$ cat config.mk
export PLATFORM = sky130hd
export DESIGN_NAME = iol_port
export DESIGN_NICKNAME = d
export VERILOG_FILES = /design/src/iol_port_note_end.sv /design/src/iol_pkg.sv /design/src/iol_port.sv
export SDC_FILE = /design/constraint.sdc
export NUM_CORES = 1
export LEC_CHECK = 0
export BUFFER_PORTS_ARGS = -buffer_cell sky130_fd_sc_hd__buf_2
export CORE_MARGIN = 2
export CORE_UTILIZATION = 55
export DETAILED_ROUTE_END_ITERATION = 10
export HOLD_SLACK_MARGIN = 0.06
export PLACE_DENSITY_LB_ADDON = 0.12
export REMOVE_ABC_BUFFERS = 1
export SKIP_LAST_GASP = 1
export SYNTH_ARGS = -nofsm -noshare
export SYNTH_HDL_FRONTEND = slang
export SYNTH_SLANG_ARGS = --single-unit
$ cat constraint.sdc
create_clock -name clock -period 21.4 [get_ports clock]
set_clock_uncertainty 0.05 [all_clocks]
set_input_delay 4.28 -clock clock [delete_from_list [all_inputs] [get_ports clock]]
set_output_delay 4.28 -clock clock [all_outputs]
set_load 0.02 [all_outputs]
$ cat src/iol_port_note_end.sv
// intentionally empty companion unit
`timescale 1ns/1ps
`default_nettype none
`default_nettype wire

$ cat src/iol_pkg.sv
// register map, reset values and widths of the io line controller
`default_nettype none
package iol_pkg;
    localparam int unsigned IOL_LINES = 32;
    localparam int unsigned IOL_AW    = 8;
    localparam int unsigned IOL_SYNC  = 2;
    typedef logic [IOL_LINES-1:0] iol_word_t;
    typedef logic [IOL_AW-1:0]    iol_addr_t;

    // byte offsets, one aligned word each
    localparam iol_addr_t IOL_OUT_SET   = 8'h00;
    localparam iol_addr_t IOL_OUT_CLR   = 8'h04;
    localparam iol_addr_t IOL_OUT_STATE = 8'h08;
    localparam iol_addr_t IOL_PIN_LEVEL = 8'h0C;
    localparam iol_addr_t IOL_IRQ_EN    = 8'h10;
    localparam iol_addr_t IOL_IRQ_DIS   = 8'h14;
    localparam iol_addr_t IOL_IRQ_MASK  = 8'h18;
    localparam iol_addr_t IOL_IRQ_FLAGS = 8'h1C;
    localparam iol_addr_t IOL_OD_EN     = 8'h20;
    localparam iol_addr_t IOL_OD_DIS    = 8'h24;
    localparam iol_addr_t IOL_OD_STATE  = 8'h28;
    localparam iol_addr_t IOL_WP_EN     = 8'h2C;
    localparam iol_addr_t IOL_WP_DIS    = 8'h30;
    localparam iol_addr_t IOL_WP_STATE  = 8'h34;
    localparam iol_addr_t IOL_FLAG_CLR  = 8'h38;

    // reset values
    localparam iol_word_t IOL_ODATA_RST = 32'h0000_0000;
    localparam iol_word_t IOL_MASK_RST  = 32'h0000_0000;
    localparam iol_word_t IOL_FLAGS_RST = 32'h0000_0000;
    localparam iol_word_t IOL_OD_RST    = 32'h0000_0000;
    localparam iol_word_t IOL_WP_RST    = 32'h0000_0000;
    localparam iol_word_t IOL_RDATA_RST = 32'h0000_0000;
    localparam iol_word_t IOL_PAD_RST   = 32'h0000_0000;
    localparam iol_word_t IOL_OE_N_RST  = 32'h0000_0000;
    localparam iol_word_t IOL_ONES      = 32'hFFFF_FFFF;
    localparam logic [2:0] IOL_PRIME_RST = 3'h0;
endpackage
`default_nettype wire

$ cat src/iol_port.sv
// 32-line parallel io controller: data, pin sampling, change irq, open drain
//
// Functional notes
// RL1 - set register ones drive line data high
// RL2 - clear register ones drive line data low
// RL3 - output state reads scheduled line data
// RL4 - output state always readable, writable per line
// RL5 - direct write only where permission set
// RL6 - pin level reads actual line level
// RL7 - enable register ones unmask change irq
// RL8 - disable register ones mask change irq
// RL9 - mask register shows enabled lines
// RL10 - line change sets its sticky flag
// RL11 - flag read or reset clears flags
// RL12 - open drain enable ones select open drain
// RL13 - open drain disable ones select push pull
// RL14 - open drain line only drives low
// RL15 - push pull line drives both levels
// RL16 - irq high while flagged unmasked line
// RL17 - pins synchronised, compared with previous sample
`timescale 1ns/1ps
`default_nettype none
module iol_port
    import iol_pkg::*;
(
    input  wire logic                 clock,
    input  wire logic                 rst,
    input  wire logic [IOL_AW-1:0]    addr,
    input  wire logic [IOL_LINES-1:0] wdata,
    input  wire logic                 wr,
    input  wire logic                 rd,
    output logic      [IOL_LINES-1:0] rdata,
    input  wire logic [IOL_LINES-1:0] pad_in,
    output logic      [IOL_LINES-1:0] pad_out,
    output logic      [IOL_LINES-1:0] pad_oe_n,
    output logic                      irq
);

    iol_word_t meta_reg;
    iol_word_t sync_reg;
    iol_word_t prev_reg;
    logic [2:0] prime_reg;
    logic [2:0] prime_next;
    iol_word_t chg;

    iol_word_t odata_reg;
    iol_word_t odata_next;
    iol_word_t mask_reg;
    iol_word_t mask_next;
    iol_word_t flags_reg;
    iol_word_t flags_next;
    iol_word_t od_reg;
    iol_word_t od_next;
    iol_word_t wp_reg;
    iol_word_t wp_next;
    iol_word_t flag_clr;
    iol_word_t rdata_reg;
    iol_word_t rdata_next;
    iol_word_t pad_out_reg;
    iol_word_t pad_out_next;
    iol_word_t oe_n_reg;
    iol_word_t oe_n_next;
    logic      irq_reg;
    logic      irq_next;

    // two-stage synchroniser; meta_reg feeds sync_reg only
    always_ff @(posedge clock or posedge rst) begin // [RL17]
        if (rst) begin
            meta_reg <= IOL_PAD_RST;
            sync_reg <= IOL_PAD_RST;
            prev_reg <= IOL_PAD_RST;
        end else begin
            meta_reg <= pad_in;
            sync_reg <= meta_reg;
            prev_reg <= sync_reg;
        end
    end

    // compare only once sync and prev both hold real samples,
    // so the reset value of the chain is never seen as a change
    always_comb begin
        prime_next = {prime_reg[1:0], 1'b1};
        chg        = prime_reg[2] ? (sync_reg ^ prev_reg) : '0; // [RL17]
    end

    always_ff @(posedge clock or posedge rst) begin
        if (rst) begin
            prime_reg <= IOL_PRIME_RST;
        end else begin
            prime_reg <= prime_next;
        end
    end

    // register writes; set beats clear on flags
    always_comb begin
        odata_next = odata_reg;
        mask_next  = mask_reg;
        od_next    = od_reg;
        wp_next    = wp_reg;
        flag_clr   = '0;
        if (wr) begin
            case (addr)
                IOL_OUT_SET: begin
                    odata_next = odata_reg | wdata; // [RL1]
                end
                IOL_OUT_CLR: begin
                    odata_next = odata_reg & ~wdata; // [RL2]
                end
                IOL_OUT_STATE: begin
                    // lines without permission keep their data
                    odata_next = (odata_reg & ~wp_reg) | (wdata & wp_reg); // [RL4] [RL5]
                end
                IOL_IRQ_EN: begin
                    mask_next = mask_reg | wdata; // [RL7]
                end
                IOL_IRQ_DIS: begin
                    mask_next = mask_reg & ~wdata; // [RL8]
                end
                IOL_OD_EN: begin
                    od_next = od_reg | wdata; // [RL12]
                end
                IOL_OD_DIS: begin
                    od_next = od_reg & ~wdata; // [RL13]
                end
                IOL_WP_EN: begin
                    wp_next = wp_reg | wdata;
                end
                IOL_WP_DIS: begin
                    wp_next = wp_reg & ~wdata;
                end
                IOL_FLAG_CLR: begin
                    flag_clr = wdata;
                end
                default: begin
                end
            endcase
        end
        if (rd && addr == IOL_IRQ_FLAGS) begin
            flag_clr = IOL_ONES; // [RL11]
        end
        // a change in the clearing cycle survives
        flags_next = (flags_reg & ~flag_clr) | chg; // [RL10]
    end

    always_ff @(posedge clock or posedge rst) begin
        if (rst) begin
            odata_reg <= IOL_ODATA_RST;
            mask_reg  <= IOL_MASK_RST;
            flags_reg <= IOL_FLAGS_RST; // [RL11]
            od_reg    <= IOL_OD_RST;
            wp_reg    <= IOL_WP_RST;
        end else begin
            odata_reg <= odata_next;
            mask_reg  <= mask_next;
            flags_reg <= flags_next;
            od_reg    <= od_next;
            wp_reg    <= wp_next;
        end
    end

    // read data stands one cycle only; write-only words read zero
    always_comb begin
        rdata_next = '0;
        if (rd) begin
            case (addr)
                IOL_OUT_STATE: rdata_next = odata_reg; // [RL3] [RL4]
                IOL_PIN_LEVEL: rdata_next = sync_reg; // [RL6]
                IOL_IRQ_MASK:  rdata_next = mask_reg; // [RL9]
                IOL_IRQ_FLAGS: rdata_next = flags_reg;
                IOL_OD_STATE:  rdata_next = od_reg; // [RL14] [RL15]
                IOL_WP_STATE:  rdata_next = wp_reg;
                default:       rdata_next = '0;
            endcase
        end
    end

    // pad drive: open drain releases instead of driving high
    always_comb begin
        pad_out_next = odata_next & ~od_next; // [RL14] [RL15]
        oe_n_next    = od_next & odata_next; // [RL14] [RL15]
        irq_next     = |(flags_next & mask_next); // [RL16]
    end

    // outputs registered; pads follow data one cycle after the write
    always_ff @(posedge clock or posedge rst) begin
        if (rst) begin
            rdata_reg   <= IOL_RDATA_RST;
            pad_out_reg <= IOL_PAD_RST;
            oe_n_reg    <= IOL_OE_N_RST;
            irq_reg     <= 1'b0;
        end else begin
            rdata_reg   <= rdata_next;
            pad_out_reg <= pad_out_next;
            oe_n_reg    <= oe_n_next;
            irq_reg     <= irq_next;
        end
    end

    assign rdata    = rdata_reg;
    assign pad_out  = pad_out_reg;
    assign pad_oe_n = oe_n_reg;
    assign irq      = irq_reg;
endmodule // iol_port
`default_nettype wire

==> results.json, run 1 <==
{
  "layout.nets": 1326,
  "yosysTopAreaCell": "dfrtp_1",
  "die_w_um": 162.5,
  "drcViolationCount": 0,
  "cts_hold_buf": 0,
  "endpoint_kind": "flop",
  "numCtsBuffers": 37,
  "power-per-cell-area_nw_per_um2": 90.31,
  "yosysUniqueCellTypes": 39,
  "fill_cells": 1889,
  "hpwl_um": 22060,
  "core_um2": 24890,
  "slew_violations": 0,
  "crit_type": "input pin to flop",
  "synth_seq_area_share": 0.6446,
  "cts_sinks": 356,
  "synthSimpleGateAreaFrac": 0.06854,
  "die_h_um": 162.5,
  "vias": 10748,
  "cellLeakagePower_nw": 7.232,
  "synthXorXnorAreaFrac": 0.02091,
  "finalCritPeriodShare": 0.3501,
  "area_growth_pct": 17.20,
  "grt_start_max_net_pins": 143,
  "cts_max_path_buffers": 3,
  "post_dp_cell_area_um2": 14940,
  "ys.warnings.count": 0,
  "synth_top_family_by_area": "compound AO/OA/AOI/OAI gates",
  "cts_resized": 0,
  "gp_congestion": 0.8259,
  "finalHoldViolCount": 0,
  "synthCells": 1110,
  "antenna_found_initial": 2,
  "cp.required_ns": 21.77,
  "grt_first_pass_wirelength_um": 61590,
  "grt_usage": 0.3036,
  "drive_gt1_frac": 0.2066,
  "max_freq_ghz": 0.1335,
  "htreeDepth": 2,
  "synthTopCellsByArea": "dfrtp_1 (64%), a222oi_1 (4.6%), o21ai_0 (3.4%)",
  "drtIter0Drc": 1642,
  "postCtsSetupRepairBufs": 0,
  "cts_tree": "built",
  "clockRootBuffer": "clkbuf_16",
  "ant_nets": 0,
  "grt_pass1_vias": 10792,
  "finalCriticalPeriod_ns": 7.491,
  "drt_first_pass_iters": 10,
  "row_count": 58,
  "placedCellCount": 1541,
  "final_cells": 1604,
  "worst_hold_slack_ns": 0.2949,
  "syn_avg_cell_area_um2": 12.45,
  "io_pins": 173,
  "viasPerCell": 6.701,
  "clk_pin_slew_ns": 0.06,
  "grt-ovfl-total": 0,
  "routed_wl_um": 39940,
  "synth_compound_area_frac": 0.2292,
  "design_area_um2": 16200,
  "area.sequential_um2": 8909,
  "crit_arrival_ns": 7.87,
  "syn-cell-area_um2": 13820,
  "numPortBuffers": 172,
  "synthMuxAreaShare": 0,
  "multiInputGateArea_um2": 4454,
  "ys_ff_latch": 356,
  "cp-start-kind": "input pin",
  "cp_max_fo": 39,
  "tns_ns": 0,
  "status": "completed",
  "peakVddDrop_mv": 0.07830,
  "worstHoldPathType": "flop to flop",
  "setup_viol": 0,
  "die-area_um2": 26410,
  "start_util": 0.5552,
  "synth_top_area_share": 0.6446,
  "drv_cap": 0,
  "maxSlewHeadroom": 0.2169,
  "clock_latency_ns": 0.51,
  "yosys.area_share.adder": 0,
  "wl_per_cell_um": 24.90,
  "rsz0062_at_grt": "false",
  "tightest_slew_ns": 1.172
}
## cell usage in the layout (no fill, tap or decap), drive strengths merged, types with 33 or more instances in the layout
cell and n:
a222oi 64, a31oi 64, and2 36, buf 194
clkbuf 52, dfrtp 356, inv 34, nand2 36
nand4 37, nor2b 33, o21ai 96, xor2 33
## layout make-up
type,count,share of cell area
flip-flops and latches,356,0.5500
multi-input cells,628,0.2750
clock buffers,52,0.06821
repair buffers,194,0.06350
well taps,330,0.02549
clock inverters,10,0.009502
inverters,33,0.008111
diodes,1,0.0001545
## Yosys cell counts (all sizes together)
master / number
dfrtp: 356
o21ai: 96
clkbuf: 77
a222oi: 64
a31oi: 64
nand4: 37
and2: 36
nand2: 36
inv: 33
nor2b: 33
xor2: 33
a21boi: 32
a21oi: 32
a22o: 32
a32o: 32
o221ai: 32
o31ai: 32
a22oi: 16
buf: 16
nor2: 5
nand3: 2
nor4: 2
nor4b: 2
or2: 2
or4: 2
or4b: 2
and3: 1
conb: 1
nor3: 1
nor4bb: 1
## worst paths after layout
check	startpoint	endpoint	slack, ns	cells past startpoint
max	addr[3]	rdata[29]$_DFF_PP0_	13.91	8
min	meta_reg[27]$_DFF_PP0_	sync_reg[27]$_DFF_PP0_	0.29	0
max reg2reg	prime_reg[2]$_DFF_PP0_	irq$_DFF_PP0_	19.34	5
min reg2reg	meta_reg[27]$_DFF_PP0_	sync_reg[27]$_DFF_PP0_	0.29	0
max in group asynchronous	rst	pad_out[10]$_DFF_PP0_	15.10	4
min in group asynchronous	rst	pad_out[4]$_DFF_PP0_	3.92	2
## where the power goes
group          internal, mW  switching (mW)  total (mW)  leakage, nW
logic                0.0266          0.0610      0.0876         2.06
registers             0.699          0.0164       0.716         4.55
clock network         0.406           0.253       0.660        0.625
## worst max-delay path, cell delays in order
cell and delay, ns:
buf_2 0.07, buf_4 0.51, nor4b_4 0.92, buf_4 0.44, and2_1 0.73, buf_4 0.46
a222oi_1 0.14, a21boi_0 0.27
## routing by layer
metal | vias to the layer above | share of wire | track usage
met3 | 94 | 0.11 | 0.07563
met1 | 5358 | 0.40 | 0.4339
met4 | 2 | 0.026 | 0.1030
met2 | 738 | 0.46 | 0.4602
met5 | - | 0.00030 | 0
li1 | 4556 | - | -
## stage by stage
stage,setup slack [ns],power (mW),util
6_report,13.91,1.463,0.6507
2_1_floorplan,7.193,0.7697,-
3_5_place_dp,13.64,0.8132,0.6000
4_1_cts,14.18,1.472,0.6506
3_3_place_gp,13.69,0.8117,0.6000
5_1_grt,13.85,1.513,0.6507
## kinds of logic after synthesis
family,after synthesis
AOI/OAI and AO/OA,432
DFF,356
and+or+nand+nor,162
buffers and inverters,126
xor gates and xnor gates,33
other,1
No activity file was read; power rests on OpenSTA's default activity.
==> run 2, diff against run 1 <==
- ABC_AREA: unset -> 1
- CORE_UTILIZATION: 55 -> 52
- clock period: 21.4 -> 6.3 ns (I/O delays scaled with it)
==> results.json, run 2 <==
{
  "ant_nets": 0,
  "cts_hold_buf": 0,
  "vias": 11592,
  "synth_top_area_share": 0.6197,
  "die_h_um": 170.3,
  "synth_seq_area_share": 0.6197,
  "grt_usage": 0.2930,
  "area_growth_pct": 16.46,
  "routed_wl_um": 41520,
  "maxSlewHeadroom": 0.2751,
  "drcViolationCount": 0,
  "crit_arrival_ns": 4.54,
  "placedCellCount": 1930,
  "r2r_cells": 9,
  "cts_tree": "built",
  "numPortBuffers": 172,
  "num_antenna_cells": 0,
  "grt-ovfl-total": 0,
  "viasPerCell": 5.802,
  "top_layer": "met4",
  "antenna_found_initial": 0,
  "slew_violations": 0,
  "wl_met1_um": 17100,
  "cts_resized": 0,
  "finalCriticalPeriod_ns": 4.207,
  "syn_avg_cell_area_um2": 9.780,
  "drv_cap": 0,
  "ys.warnings.count": 0,
  "cp_max_fo": 33,
  "ys.flop_type": "dfrtp_1",
  "start_util": 0.5319,
  "ys_ff_latch": 356,
  "synth_edf_count": 0,
  "ys_async_sr_fraction": 1.000,
  "finalWorstSetupSlack_ns": 2.093,
  "yosysTopAreaCell": "dfrtp_1",
  "die-area_um2": 28990,
  "gp_congestion": 0.8172,
  "finalCritPeriodShare": 0.6678,
  "worst_hold_slack_ns": 0.2949,
  "synthCells": 1470,
  "wl_per_cell_um": 20.78,
  "wl_met2_um": 18760,
  "synthTopCellsByArea": "dfrtp_1 (62%), nand2_1 (11%), o22ai_1 (2.7%)",
  "postCtsSetupRepairBufs": 0,
  "drive_gt1_frac": 0.1792,
  "crit_type": "input pin to flop",
  "layout.nets": 1706,
  "io_pins": 173,
  "peakVddDrop_mv": 0.1827,
  "max_freq_ghz": 0.2377,
  "final_cell_mix": "nand2_1 (421), dfrtp_1 (356), buf_2 (172), inv_1 (79), nand3_1 (70)",
  "power-per-cell-area_nw_per_um2": 295.4,
  "status": "completed",
  "drt_first_pass_iters": 5,
  "grt_start_max_net_pins": 144,
  "clk_pin_slew_ns": 0.06,
  "grt_first_pass_wirelength_um": 63970,
  "syn-cell-area_um2": 14380,
  "row_count": 60,
  "final_common_cell": "nand2_1",
  "hold_depth": 0,
  "grt_pass1_vias": 11260,
  "final_cells": 1998,
  "setup_viol": 0,
  "hold_start": "meta_reg[10]$_DFF_PP0_",
  "cts_max_path_buffers": 3,
  "cp.required_ns": 6.64,
  "core_um2": 27030,
  "wl_met3_um": 4250,
  "clock_latency_ns": 0.52,
  "endpoint_kind": "flop",
  "rrSetupSlack_ns": 4.37,
  "rsz0062_at_grt": "false",
  "htreeDepth": 2,
  "worstHoldPathType": "flop to flop",
  "yosys-top-cells-count": "nand2_1 (422), dfrtp_1 (356), inv_1 (84)",
  "yosysMostFrequentCell": "nand2_1",
  "yosysUniqueCellTypes": 32,
  "dp_worst_setup_slack_ns": 1.703,
  "cellLeakagePower_nw": 8.566,
  "die_w_um": 170.3,
  "drtIter0Drc": 1104,
  "cts_sinks": 356,
  "finalHoldViolCount": 0,
  "numCtsBuffers": 39,
  "clockRootBuffer": "clkbuf_16",
  "tightest_slew_ns": 1.084,
  "hpwl_um": 22810,
  "cp-start-kind": "input pin",
  "r2r-start": "prime_reg[2]$_DFF_PP0_",
  "startpoint": "addr[3]"
}
[run 2: changes by cell type after synthesis, moves of 37 or more]
cell      change
a222oi_1     -64
a31oi_1      -64
clkbuf_1     -44
inv_1        +51
nand2_1     +386
nand3_1      +68
nand4_1      -37
nor2_1       +48
o21ai_1      +57
o22ai_1      +61
[run 2: stage by stage]
step             util  TNS (ns)  power, mW  instance area [um^2]
2_1_floorplan       -  -1739.75      2.644                 14050
3_3_place_gp   0.5732         0      2.763                 15490
3_5_place_dp   0.5732         0      2.771                 15490
4_1_cts        0.6195         0      4.984                 16740
5_1_grt        0.6195         0      5.130                 16740
6_report       0.6195         0      4.945                 16740
[run 2: per-layer routing]
| metal | global-route usage | vias up |
|---|---|---|
| met2 | 0.4479 | 641 |
| li1 | - | 5246 |
| met4 | 0.1107 | 0 |
| met5 | 0 | - |
| met1 | 0.4148 | 5592 |
| met3 | 0.06186 | 113 |
[run 2: area by class of cell]
class	instances	area, um^2
fill	2342	10280
sequential	356	8909
multi-input combinational	956	4825
clock inverter	7	60.06
inverter	90	345.3
clock buffer	61	1191
tap	341	426.7
timing repair buffer	187	985.9
[run 2: final timing paths]
path | endpoint
worst max-delay path | pad_oe_n[31]$_DFF_PP0_
worst min-delay path | sync_reg[10]$_DFF_PP0_
worst max register to register | irq$_DFF_PP0_
worst min register to register | sync_reg[10]$_DFF_PP0_
max in group asynchronous | pad_out[11]$_DFF_PP0_
min in group asynchronous | meta_reg[24]$_DFF_PP0_
[run 2: logic make-up (layout without fill, tap and decap cells)]
| family | after synthesis | in the layout | synth area share |
|---|---|---|---|
| AOI/OAI and AO/OA | 367 | 367 | 0.1605 |
| xor gates and xnor gates | 31 | 31 | 0.01889 |
| other | 1 | 1 | 0.0002608 |
| and+or+nand+nor | 557 | 557 | 0.1546 |
| buffers and inverters | 158 | 345 | 0.04613 |
| DFF | 356 | 356 | 0.6197 |
[run 2: report_power, final]
part	internal, mW	total, mW	switching (mW)
combinational	0.0861	0.298	0.211
clock	1.33	2.21	0.878
sequential	2.38	2.44	0.0581
[run 2: critical path: stages]
cell and delay, ns:
buf_2 0.13, inv_2 0.68, nand2_1 0.21, nor2_4 0.22, nand2_2 0.64, o21ai_1 0.28
nand2_1 0.13, or2_4 0.54, o21ai_1 0.31, a21boi_0 0.12
==> run 3, diff against run 2 <==
- CORE_UTILIZATION: 52 -> 55
- clock period: 6.3 -> 4 ns (I/O delays scaled with it)
==> results.json, run 3 (synthesized netlist as in run 2, its figures left out) <==
{
  "status": "completed",
  "drt_first_pass_iters": 5,
  "crit_type": "input pin to flop",
  "drtIter0Drc": 1306,
  "grt-ovfl-total": 0,
  "die-area_um2": 27450,
  "clockPowerShare": 0.462,
  "io_pins": 173,
  "drv_cap": 0,
  "post_dp_cell_area_um2": 15630,
  "cts_max_path_buffers": 3,
  "numCtsBuffers": 37,
  "drcViolationCount": 0,
  "r2r-end": "irq$_DFF_PP0_",
  "design_area_um2": 16980,
  "dp_worst_setup_slack_ns": 0.9409,
  "die_h_um": 165.7,
  "peakVddDrop_mv": 0.3622,
  "hold_start": "meta_reg[31]$_DFF_PP0_",
  "ant_nets": 0,
  "worstHoldPathType": "flop to flop",
  "htreeDepth": 2,
  "grt_usage": 0.3036,
  "rsz0062_at_grt": "false",
  "hold_end": "sync_reg[31]$_DFF_PP0_",
  "final_common_cell": "nand2_1",
  "grt_first_pass_wirelength_um": 65050,
  "die_w_um": 165.7,
  "final_cell_mix": "nand2_1 (422), dfrtp_1 (356), buf_2 (172), inv_1 (82), nand3_1 (70)",
  "worst_hold_slack_ns": 0.2854,
  "routed_wl_um": 41490,
  "tightest_slew_ns": 0.9746,
  "power.share.switching": 0.2301,
  "finalHoldViolCount": 0,
  "start_util": 0.5564,
  "pwr-share-comb": 0.060,
  "slew_violations": 0,
  "netSwitchingPower_mw": 1.850,
  "core_um2": 25840,
  "gp_congestion": 0.8766,
  "max_freq_ghz": 0.3865,
  "area.sequential_um2": 8909,
  "seq_power_share": 0.478,
  "power.total_mw": 8.039,
  "cp-start-kind": "input pin",
  "cts_sinks": 356,
  "postCtsSetupRepairBufs": 0,
  "cts_hold_buf": 0,
  "hpwl_um": 25120,
  "rrSetupSlack_ns": 1.86,
  "clock_latency_ns": 0.52,
  "vias": 11715,
  "viasPerCell": 5.828,
  "numPortBuffers": 172,
  "finalWorstSetupSlack_ns": 1.413,
  "grt_start_max_net_pins": 111,
  "power-per-cell-area_nw_per_um2": 473.6,
  "cp_max_fo": 32,
  "hold_depth": 0,
  "cts_resized": 0,
  "r2r_cells": 9,
  "p_int_mw": 6.189,
  "cts_tree": "built",
  "tns_ns": 0,
  "clockRootBuffer": "clkbuf_16",
  "antenna_found_initial": 1,
  "clk_pin_slew_ns": 0.06,
  "startpoint": "addr[0]",
  "grt_pass1_vias": 11608,
  "cellLeakagePower_nw": 8.717,
  "endpoint_kind": "flop",
  "fill_cells": 2077,
  "drive_gt1_frac": 0.1900,
  "finalCritPeriodShare": 0.6468,
  "crit_arrival_ns": 2.94,
  "setup_viol": 0,
  "layout.nets": 1721,
  "finalCriticalPeriod_ns": 2.587,
  "cp.required_ns": 4.35,
  "row_count": 59,
  "multiInputGateArea_um2": 4817,
  "area_growth_pct": 18.08,
  "maxSlewHeadroom": 0.3503,
  "wl_per_cell_um": 20.64,
  "r2r-start": "prime_reg[2]$_DFF_PP0_"
}
-- run 3: worst max path at each step --
stage | end | slack [ns]
after floorplan | asynchronous set/reset pin | -6.73
after global placement | irq$_DFF_PP0_ | 0.97
after detailed placement | irq$_DFF_PP0_ | 0.94
after CTS | irq$_DFF_PP0_ | 1.46
after global routing | irq$_DFF_PP0_ | 1.26
final | irq$_DFF_PP0_ | 1.41
-- run 3: per-layer routing --
| metal | part of all wire | global-route usage | vias up | routed length (um) |
|---|---|---|---|---|
| li1 | - | - | 5273 | - |
| met1 | 0.40 | 0.4335 | 5618 | 16710 |
| met2 | 0.45 | 0.4582 | 702 | 18730 |
| met3 | 0.11 | 0.06786 | 120 | 4374 |
| met4 | 0.040 | 0.1206 | 2 | 1656 |
| met5 | 0.00034 | 0 | - | 14 |
-- run 3: per-stage QoR --
step / util / instances
6_report: 0.6570 / 2010
4_1_cts: 0.6569 / 2009
3_3_place_gp: 0.6049 / 1941
3_5_place_dp: 0.6049 / 1941
2_1_floorplan: - / 1402
5_1_grt: 0.6569 / 2009
-- run 3: worst max-delay path: stages --
cell and delay (ns):
buf_2 0.10, inv_1 0.06, nand2_1 0.15, nor2_4 0.18, nand2_2 0.51, o21ai_0 0.37, nand2_1 0.10, nand2_1 0.09
nand2_1 0.06, nor2_1 0.22, nand2_1 0.12, nor2_1 0.10, nand2_1 0.06
-- run 3: cell type report --
class,count,area share
multi-input combinational,956,0.2838
antenna,1,0.0001474
timing repair buffer,204,0.06707
inverter,90,0.02034
tap,335,0.02469
clock buffer,49,0.06383
sequential,356,0.5248
clock inverter,19,0.01533
-- run 3: power groups by stage --
stage / logic [mW] / clock network (mW) / registers (mW)
finish: 0.483 / 3.72 / 3.84
global route: 0.539 / 3.92 / 3.85
CTS: 0.483 / 3.77 / 3.84
detailed placement: 0.479 / 0 / 3.90
global placement: 0.474 / 0 / 3.90
floorplan: 0.257 / 0 / 3.91
